==> src/clkms_pkg.sv <==
// Purpose: shared constants and types for the clock mode switch control block
// Assumes: apb register map with 32-bit aligned words, 8-bit registers in the low byte
// Notes:   switch settle time models the glitch-free clock and reference multiplexers
package clkms_pkg;

	// ----------------------------------------------------------------
	// register map
	// ----------------------------------------------------------------
	localparam int          CLKMS_ADDR_W           = 12;
	localparam logic [11:0] CLKMS_OFS_CONTROL_ONE  = 12'h000;
	localparam logic [11:0] CLKMS_OFS_CONTROL_TWO  = 12'h004;
	localparam logic [11:0] CLKMS_OFS_CONTROL_THR  = 12'h008;
	localparam logic [11:0] CLKMS_OFS_STATUS       = 12'h00C;

	// ----------------------------------------------------------------
	// reset values
	// ----------------------------------------------------------------
	localparam logic [7:0]  CLKMS_RST_CONTROL_ONE  = 8'h04;
	localparam logic [7:0]  CLKMS_RST_CONTROL_TWO  = 8'h00;
	localparam logic [7:0]  CLKMS_RST_CONTROL_THR  = 8'h00;

	// ----------------------------------------------------------------
	// field positions
	// ----------------------------------------------------------------
	localparam int CLKMS_SRC_SEL_LSB      = 6;
	localparam int CLKMS_REF_DIV_LSB      = 3;
	localparam int CLKMS_INT_REF_SEL_BIT  = 2;
	localparam int CLKMS_OUT_DIV_LSB      = 6;
	localparam int CLKMS_FREQ_RANGE_BIT   = 5;
	localparam int CLKMS_HIGH_GAIN_BIT    = 4;
	localparam int CLKMS_LOW_POWER_BIT    = 3;
	localparam int CLKMS_EXT_REF_TYPE_BIT = 2;
	localparam int CLKMS_EXT_REF_EN_BIT   = 1;
	localparam int CLKMS_LOOP_SEL_BIT     = 6;
	localparam int CLKMS_MULT_LSB         = 0;
	localparam int CLKMS_ST_LOCK_BIT      = 6;
	localparam int CLKMS_ST_LOOP_BIT      = 5;
	localparam int CLKMS_ST_INT_REF_BIT   = 4;
	localparam int CLKMS_ST_SRC_LSB       = 2;
	localparam int CLKMS_ST_OSC_RDY_BIT   = 1;

	// ----------------------------------------------------------------
	// timing
	// ----------------------------------------------------------------
	localparam int         CLKMS_CLK_PERIOD_PS = 25000;
	localparam int         CLKMS_SWITCH_NS     = 100;
	localparam int         CLKMS_SWITCH_CYC_I  =
		(CLKMS_SWITCH_NS * 1000 + CLKMS_CLK_PERIOD_PS - 1) / CLKMS_CLK_PERIOD_PS;
	localparam logic [2:0] CLKMS_SWITCH_CYC    = 3'(CLKMS_SWITCH_CYC_I);
	localparam logic [1:0] CLKMS_BUS_DIV       = 2'h2;
	localparam logic [10:0] CLKMS_FLL_MULT     = 11'h400;

	// ----------------------------------------------------------------
	// types
	// ----------------------------------------------------------------
	typedef enum logic [1:0] {
		CLKMS_SRC_FLL = 2'h0,
		CLKMS_SRC_INT = 2'h1,
		CLKMS_SRC_EXT = 2'h2,
		CLKMS_SRC_PLL = 2'h3
	} clkms_src_t;

	typedef struct packed {
		clkms_src_t  mux_sel;
		logic        ref_internal;
		logic        fll_enable;
		logic        pll_enable;
		logic [7:0]  ref_div_ratio;
		logic [10:0] loop_mult;
		logic [3:0]  out_div_ratio;
		logic [1:0]  bus_div_ratio;
		logic        ext_ref_enable;
		logic        freq_range_high;
		logic        high_gain;
		logic        crystal_sel;
	} clkms_cfg_t;

	typedef struct packed {
		logic [7:0]  control_one;
		logic [7:0]  control_two;
		logic [7:0]  control_three;
		clkms_src_t  clk_applied;
		logic        ref_int_applied;
		logic        pll_applied;
		logic [2:0]  clk_cnt;
		logic [2:0]  ref_cnt;
		logic [2:0]  loop_cnt;
		logic [31:0] rdata;
	} clkms_state_t;

endpackage
==> src/clkms_ctrl.sv <==
// Purpose: clock generator mode control with apb register access
// Assumes: oscillator ready and loop lock arrive from analog blocks, synchronous to pclk
// Notes:   outputs steer the clock multiplexers, dividers and loop enables
//
// Chosen here: register access over APB and the register offsets.
`timescale 1ns/1ps

// Functional notes
// - reset leaves the generator in fll engaged internal mode
// - source select %10 routes the external reference to the output
// - status source field reads %10 once external reference drives the output
// - source select %01 routes internal reference; status then reads %01
// - select %00 with fll chosen drives fll output; status reads %00
// - select %00 with pll chosen drives pll output; status reads %11
// - reference divider field divides by two to the power of its value
// - reference select bit picks internal when 1; status bit reports source in use
// - low power bit in bypassed mode disables both loops; clearing restores
// - loop select bit picks fll or pll; status bit reports current loop
// - multiplier field sets pll factor, %0100 gives 16, ignored for fll
// - fll keeps running while bypassed unless pll or low power is chosen; lock bit sets when selected loop locks
// - oscillator ready bit sets when crystal chosen by type bit is initialised
// - control two holds range, high gain and external reference enable bits
// - output divider %00 divides by one; bus clock is output over two
// - pll engaged output is reference over divider times multiplier over divider
module clkms_ctrl
	import clkms_pkg::*;
(
	input  wire logic                    pclk,
	input  wire logic                    presetn,
	input  wire logic                    psel,
	input  wire logic                    penable,
	input  wire logic                    pwrite,
	input  wire logic [CLKMS_ADDR_W-1:0] paddr,
	input  wire logic [31:0]             pwdata,
	input  wire logic [3:0]              pstrb,
	output logic      [31:0]             prdata,
	output logic                         pready,
	output logic                         pslverr,
	input  wire logic                    osc_ready_in,
	input  wire logic                    loop_locked_in,
	output clkms_cfg_t                   gen_cfg
);

	// ----------------------------------------------------------------
	// state
	// ----------------------------------------------------------------
	clkms_state_t state_ff;
	clkms_state_t nxt_state;

	logic       addr_hit;
	logic       wr_en;
	logic       low_power_eff;
	logic [1:0] req_src;
	clkms_src_t tgt_clk;
	logic       lock_stat;
	logic       osc_rdy_stat;
	logic [7:0] status_byte;

	// ----------------------------------------------------------------
	// decode and status
	// ----------------------------------------------------------------
	always_comb begin
		addr_hit = (paddr == CLKMS_OFS_CONTROL_ONE) || (paddr == CLKMS_OFS_CONTROL_TWO) ||
			(paddr == CLKMS_OFS_CONTROL_THR) || (paddr == CLKMS_OFS_STATUS);
		wr_en    = psel && penable && pwrite && addr_hit && pstrb[0];
		req_src  = state_ff.control_one[CLKMS_SRC_SEL_LSB +: 2];
		// low power only counts while the source select is not %00
		low_power_eff = state_ff.control_two[CLKMS_LOW_POWER_BIT] &&
			(req_src != 2'h0);
		// code %11 is reserved: the multiplexer keeps its present choice
		unique case (req_src)
			2'h0: tgt_clk = state_ff.pll_applied ? CLKMS_SRC_PLL : CLKMS_SRC_FLL;
			2'h1: tgt_clk = CLKMS_SRC_INT;
			2'h2: tgt_clk = CLKMS_SRC_EXT;
			2'h3: tgt_clk = state_ff.clk_applied;
		endcase
		// lock is withheld while a loop switch is still settling
		lock_stat = loop_locked_in && !low_power_eff &&
			(state_ff.pll_applied ==
			state_ff.control_three[CLKMS_LOOP_SEL_BIT]);
		osc_rdy_stat = osc_ready_in &&
			state_ff.control_two[CLKMS_EXT_REF_TYPE_BIT];
		status_byte = 8'h00;
		status_byte[CLKMS_ST_LOCK_BIT]    = lock_stat;
		status_byte[CLKMS_ST_LOOP_BIT]    = state_ff.pll_applied;
		status_byte[CLKMS_ST_INT_REF_BIT] = state_ff.ref_int_applied;
		status_byte[CLKMS_ST_SRC_LSB +: 2] = state_ff.clk_applied;
		status_byte[CLKMS_ST_OSC_RDY_BIT] = osc_rdy_stat;
	end

	// ----------------------------------------------------------------
	// next state
	// ----------------------------------------------------------------
	always_comb begin
		nxt_state = state_ff;

		// register writes take effect in the access phase
		if (wr_en) begin
			unique case (paddr)
				CLKMS_OFS_CONTROL_ONE: nxt_state.control_one   = pwdata[7:0];
				CLKMS_OFS_CONTROL_TWO: nxt_state.control_two   = pwdata[7:0];
				CLKMS_OFS_CONTROL_THR: nxt_state.control_three = pwdata[7:0];
				default: nxt_state.rdata = state_ff.rdata;
			endcase
		end

		// read data is captured in the setup phase so the access phase needs no wait
		if (psel && !penable && !pwrite) begin
			unique case (paddr)
				CLKMS_OFS_CONTROL_ONE: nxt_state.rdata = {24'h000000, state_ff.control_one};
				CLKMS_OFS_CONTROL_TWO: nxt_state.rdata = {24'h000000, state_ff.control_two};
				CLKMS_OFS_CONTROL_THR: nxt_state.rdata = {24'h000000, state_ff.control_three};
				CLKMS_OFS_STATUS:      nxt_state.rdata = {24'h000000, status_byte};
				default:               nxt_state.rdata = 32'h00000000;
			endcase
		end

		// clock multiplexer: hold the old source until both clocks have settled
		if (tgt_clk != state_ff.clk_applied) begin
			if (state_ff.clk_cnt == CLKMS_SWITCH_CYC - 3'h1) begin
				nxt_state.clk_applied = tgt_clk;
				nxt_state.clk_cnt     = 3'h0;
			end else begin
				nxt_state.clk_cnt = state_ff.clk_cnt + 3'h1;
			end
		end else begin
			nxt_state.clk_cnt = 3'h0;
		end

		// reference multiplexer
		if (state_ff.control_one[CLKMS_INT_REF_SEL_BIT] != state_ff.ref_int_applied) begin
			if (state_ff.ref_cnt == CLKMS_SWITCH_CYC - 3'h1) begin
				nxt_state.ref_int_applied =
					state_ff.control_one[CLKMS_INT_REF_SEL_BIT];
				nxt_state.ref_cnt = 3'h0;
			end else begin
				nxt_state.ref_cnt = state_ff.ref_cnt + 3'h1;
			end
		end else begin
			nxt_state.ref_cnt = 3'h0;
		end

		// loop multiplexer, also switched while both loops sleep in low power
		if (state_ff.control_three[CLKMS_LOOP_SEL_BIT] != state_ff.pll_applied) begin
			if (state_ff.loop_cnt == CLKMS_SWITCH_CYC - 3'h1) begin
				nxt_state.pll_applied =
					state_ff.control_three[CLKMS_LOOP_SEL_BIT];
				nxt_state.loop_cnt = 3'h0;
			end else begin
				nxt_state.loop_cnt = state_ff.loop_cnt + 3'h1;
			end
		end else begin
			nxt_state.loop_cnt = 3'h0;
		end
	end

	// ----------------------------------------------------------------
	// registers
	// ----------------------------------------------------------------
	always_ff @(posedge pclk or negedge presetn) begin
		if (!presetn) begin
			// source %00, internal reference, fll loop: fll engaged internal
			state_ff.control_one     <= CLKMS_RST_CONTROL_ONE;
			state_ff.control_two     <= CLKMS_RST_CONTROL_TWO;
			state_ff.control_three   <= CLKMS_RST_CONTROL_THR;
			state_ff.clk_applied     <= CLKMS_SRC_FLL;
			state_ff.ref_int_applied <= 1'b1;
			state_ff.pll_applied     <= 1'b0;
			state_ff.clk_cnt         <= 3'h0;
			state_ff.ref_cnt         <= 3'h0;
			state_ff.loop_cnt        <= 3'h0;
			state_ff.rdata           <= 32'h00000000;
		end else begin
			state_ff <= nxt_state;
		end
	end

	// ----------------------------------------------------------------
	// apb answer
	// ----------------------------------------------------------------
	always_comb begin
		pready  = 1'b1;
		pslverr = psel && penable && !addr_hit;
		prdata  = state_ff.rdata;
	end

	// ----------------------------------------------------------------
	// generator configuration
	// ----------------------------------------------------------------
	always_comb begin
		gen_cfg.mux_sel      = state_ff.clk_applied;
		gen_cfg.ref_internal = state_ff.ref_int_applied;
		// the fll runs even when bypassed, only low power or a pll loop choice stops it
		// a loop stays on while the output mux still takes it, else the output clock dies
		gen_cfg.fll_enable   = (!low_power_eff && !state_ff.pll_applied) ||
			(state_ff.clk_applied == CLKMS_SRC_FLL);
		gen_cfg.pll_enable   = (!low_power_eff && state_ff.pll_applied) ||
			(state_ff.clk_applied == CLKMS_SRC_PLL);
		gen_cfg.ref_div_ratio =
			8'h01 << state_ff.control_one[CLKMS_REF_DIV_LSB +: 3];
		// loop_multiplier steps are times four; the fll factor is fixed
		gen_cfg.loop_mult = state_ff.pll_applied ?
			{5'h00, state_ff.control_three[CLKMS_MULT_LSB +: 4], 2'h0} :
			CLKMS_FLL_MULT;
		gen_cfg.out_div_ratio =
			4'h1 << state_ff.control_two[CLKMS_OUT_DIV_LSB +: 2];
		gen_cfg.bus_div_ratio = CLKMS_BUS_DIV;
		// keep the oscillator alive when software asks or the design uses it
		gen_cfg.ext_ref_enable = state_ff.control_two[CLKMS_EXT_REF_EN_BIT] ||
			!state_ff.ref_int_applied || (state_ff.clk_applied == CLKMS_SRC_EXT);
		gen_cfg.freq_range_high = state_ff.control_two[CLKMS_FREQ_RANGE_BIT];
		gen_cfg.high_gain       = state_ff.control_two[CLKMS_HIGH_GAIN_BIT];
		gen_cfg.crystal_sel     = state_ff.control_two[CLKMS_EXT_REF_TYPE_BIT];
	end

endmodule // clkms_ctrl

==> config.mk <==
export PLATFORM = sky130hd
export DESIGN_NAME = clkms_ctrl
export DESIGN_NICKNAME = d
export VERILOG_FILES = /design/src/clkms_pkg.sv /design/src/clkms_ctrl.sv
export SDC_FILE = /design/constraint.sdc
export NUM_CORES = 1
export LEC_CHECK = 0
export BUFFER_PORTS_ARGS = -buffer_cell sky130_fd_sc_hd__buf_2
export CAP_MARGIN = 20
export CORE_MARGIN = 2
export CORE_UTILIZATION = 39
export CTS_CLUSTER_DIAMETER = 120
export DETAILED_ROUTE_END_ITERATION = 8
export PLACE_DENSITY = 0.69
export SETUP_SLACK_MARGIN = 0.4
export SLEW_MARGIN = 20
export SYNTH_ARGS = -nofsm -noshare
export SYNTH_HDL_FRONTEND = slang
export SYNTH_SLANG_ARGS = --single-unit
==> constraint.sdc <==
create_clock -name pclk -period 2.1 [get_ports pclk]
set_input_delay 0.105 -clock pclk [delete_from_list [all_inputs] [get_ports pclk]]
set_output_delay 0.105 -clock pclk [all_outputs]
set_load 0.02 [all_outputs]
==> summary.txt <==
Clock network
  – H-Tree Depth: 2
  – Clk_lat worst skew: 300 ps
  – CTS sink cnt: 45
  – CTS buffer count: 5
  – Clock Path Buffers: 2
  – Root buffer cell: clkbuf_8
  – Clk slew on worst S/H paths: 80 ps
  – TritonCTS clock tree: done

Synthesis
  – Synth Warn #: 0
  – Seq/Total Area, Yosys: 0.441
  – Top post-synthesis cells by area: dfrtp_1 42%, buf_4 14%, mux2_2 13%
  – Post-synth top flop: dfrtp_1
  – Share of the synthesized area in the top cell type: 0.420
  – Number of synthesized flops with an enable pin: 0
  – Avg Inst Size Synth: 10.9 sq um
  – Yosys cell types: 37
  – Cell count after synthesis: 235
  – Mapped Area: 2560 sq um
  – Cell taking the most area after synthesis: dfrtp_1
  – Async S/R FF share, synth: 1.00
  – Top cells by count, synth: 48 x buf_4, 43 x dfrtp_1, 29 x mux2_2
  – Dominant cell by count in the synthesized netlist: buf_4
  – #FFs+latches synth: 45

Worst hold path
  – Worst Hold Depth: 2
  – Hold crit path type: in2reg
  – HP Start: pwdata[0]
  – Hold Crit Endpoint: state_ff[61]$_DFFE_PN0P_

Route
  – Pre-antenna DRT Iters: 4
  – DR vias/cell: 4.82
  – Vias: 1,769
  – DRT antenna net count: 0
  – DR WL/cell: 14.1 um
  – Starting DRT DRC Count: 93
  – Drt total wl: 5160 um
  – Drc violations: 0

Power and ir drop
  – Power density cells: 550 nW/um^2
  – Sw Pwr: 390 uW
  – Maximum vdd drop: 0.258 mV
  – Clock power frac: 0.369
  – Sw Ratio: 0.246
  – Register share of total power: 0.546
  – Combinational Power Share: 0.085
  – Internal power: 1200 uW
  – Total leakage power: 0.00152 uW

Critical path
  – R2R Setup Slk: 600 ps
  – Critical R2R Capture: prdata[5]$_DFFE_PN0P_
  – Reg2Reg Depth: 4
  – Crit path capture type: primary output
  – Startpoint Class: flop
  – CP Data Required Time: 2000 ps
  – Beginning of the worst register-to-register path: state_ff[41]$_DFFE_PN0P_
  – Setup Crit Path Kind: reg2out
  – Arrival time of the worst setup path: 1520 ps
  – CP max FO: 7

Global route
  – Gr usage total: 0.148
  – Global-route wire length before repair: 8390 um
  – Global route overflow: 0
  – Antenna violations before repair: 0
  – Largest net degree at the start of global routing: 24
  – Vias in the first global route: 1,685

Floorplanning
  – Full die area: 7230 sq um
  – Height of the die: 85.0 um
  – # rows: 29
  – Die W: 85.0 um
  – Initial Utilization: 0.403
  – Core area: 6350 sq um
  – # IOs: 123

Layout
  – Layout Nets: 347
  – Area growth syn-to-layout: 12.6%
  – ANT cells: 0
  – Final Non-Filler Cells: 367
  – Share of cells above drive strength 1: 0.410
  – Design Area, Final: 2880 sq um

Timing
  – Worst setup margin: 470 ps
  – Fmax: 0.614 GHz
  – # setup viols final: 0
  – Post-Route Skew: 4.60 ps
  – Final Critical Period: 1630 ps
  – Setup TNS: 0 ps
  – Final Hold Viols: 0
  – Period utilisation layout: 0.776
  – RSZ-0062 raised after global routing: no
  – Count of final max-slew check failures: 0

Placed design
  – GPL Wtd Cong: 0.734
  – Place WS: 335 ps
  – Placed cell area: 2760 sq um
  – Buffers added on ports: 62
  – HPWL Detailed: 3950 um
  – Number of instances in the placed design: 356

Flow run
  – Max-cap violations: 0

Status
  – Outcome: complete, no violations
==> cell type report <==
type	count	area, sq um
clock buffers	7	96.3
clock inverters	1	5.00
fillers	606	3470
inverters	3	11.3
multi-input cells	163	1160
flip-flops and latches	45	1130
well taps	77	96.3
repair buffers	71	380
==> registers in the layout, summed over array words and instances, names as in the netlist <==
signal,count
prdata,8
req_src,2
gen_cfg,6
state_ff,29
==> worst max-delay path by stage <==
| stage | from | to | slack (ps) | cells after the start |
|---|---|---|---|---|
| floorplan | paddr[9] | state_ff[45]$_DFFE_PN0P_ | 440 | 4 |
| global placement | paddr[9] | state_ff[51]$_DFFE_PN0P_ | 350 | 6 |
| detailed placement | paddr[5] | state_ff[52]$_DFFE_PN0P_ | 330 | 6 |
| CTS | gen_cfg[33]$_DFFE_PN0P_ | gen_cfg[3] | 400 | 3 |
| global route | gen_cfg[33]$_DFFE_PN0P_ | gen_cfg[3] | 400 | 3 |
| finish | gen_cfg[33]$_DFFE_PN0P_ | gen_cfg[3] | 470 | 3 |
==> worst max-delay path, stage by stage, from the launching register on <==
cell     delay [ps]
dfrtp_2         450
nor2b_1         160
or3b_2          450
buf_2           170
==> per-layer routing <==
layer / global-route usage / wire [um]
met1: 0.206 / 2300
met2: 0.229 / 2410
met3: 0.0418 / 398
met4: 0.0390 / 51
met5: 0 / 0
==> cell families after synthesis <==
| group | Yosys count | share of synthesized area |
|---|---|---|
| AO/OA/AOI/OAI | 25 | 0.0718 |
| other | 2 | 0.00293 |
| AND/OR/NAND/NOR | 67 | 0.160 |
| flip-flops | 45 | 0.441 |
| XOR/XNOR | 2 | 0.00684 |
| buffers and inverters | 58 | 0.155 |
| adder cells (fa/ha/maj) | 3 | 0.0147 |
| multiplexers | 33 | 0.148 |
==> power by group through the flow <==
| stage | clock (uW) | combinational (uW) | sequential, uW |
|---|---|---|---|
| after detailed placement | 0 | 134 | 884 |
| after global routing | 643 | 149 | 867 |
| final | 585 | 135 | 866 |
| after CTS | 604 | 136 | 866 |
| after floorplan | 0 | 124 | 884 |
| after global placement | 0 | 132 | 884 |
==> cell usage in the layout (no fill, tap or decap), drive strengths merged, types with 6 or more instances in the layout <==
master / count
buf: 70
dfrtp: 43
conb: 33
mux2: 29
nor2: 13
nor2b: 9
nand2: 8
nor3: 8
o21ai: 8
nor3b: 7
clkbuf: 7
and2: 6
==> per-stage QoR <==
step                 util  total power (uW)  hold slack, ps
finish              0.454              1590            66.0
global route        0.454              1660            45.5
CTS                 0.451              1610            55.6
detailed placement  0.434              1020            -102
global placement    0.434              1020            -104
floorplan               -              1010            -191
==> repair_timing <==
action                                  4_1_cts  5_1_grt
setup buffers                                 0        2
endpoints found under the setup margin        0        3
hold buffers                                  1        0
gates resized for setup                       0        3
endpoints found under the hold margin        43        0
No activity file was read; power rests on OpenSTA's default activity.
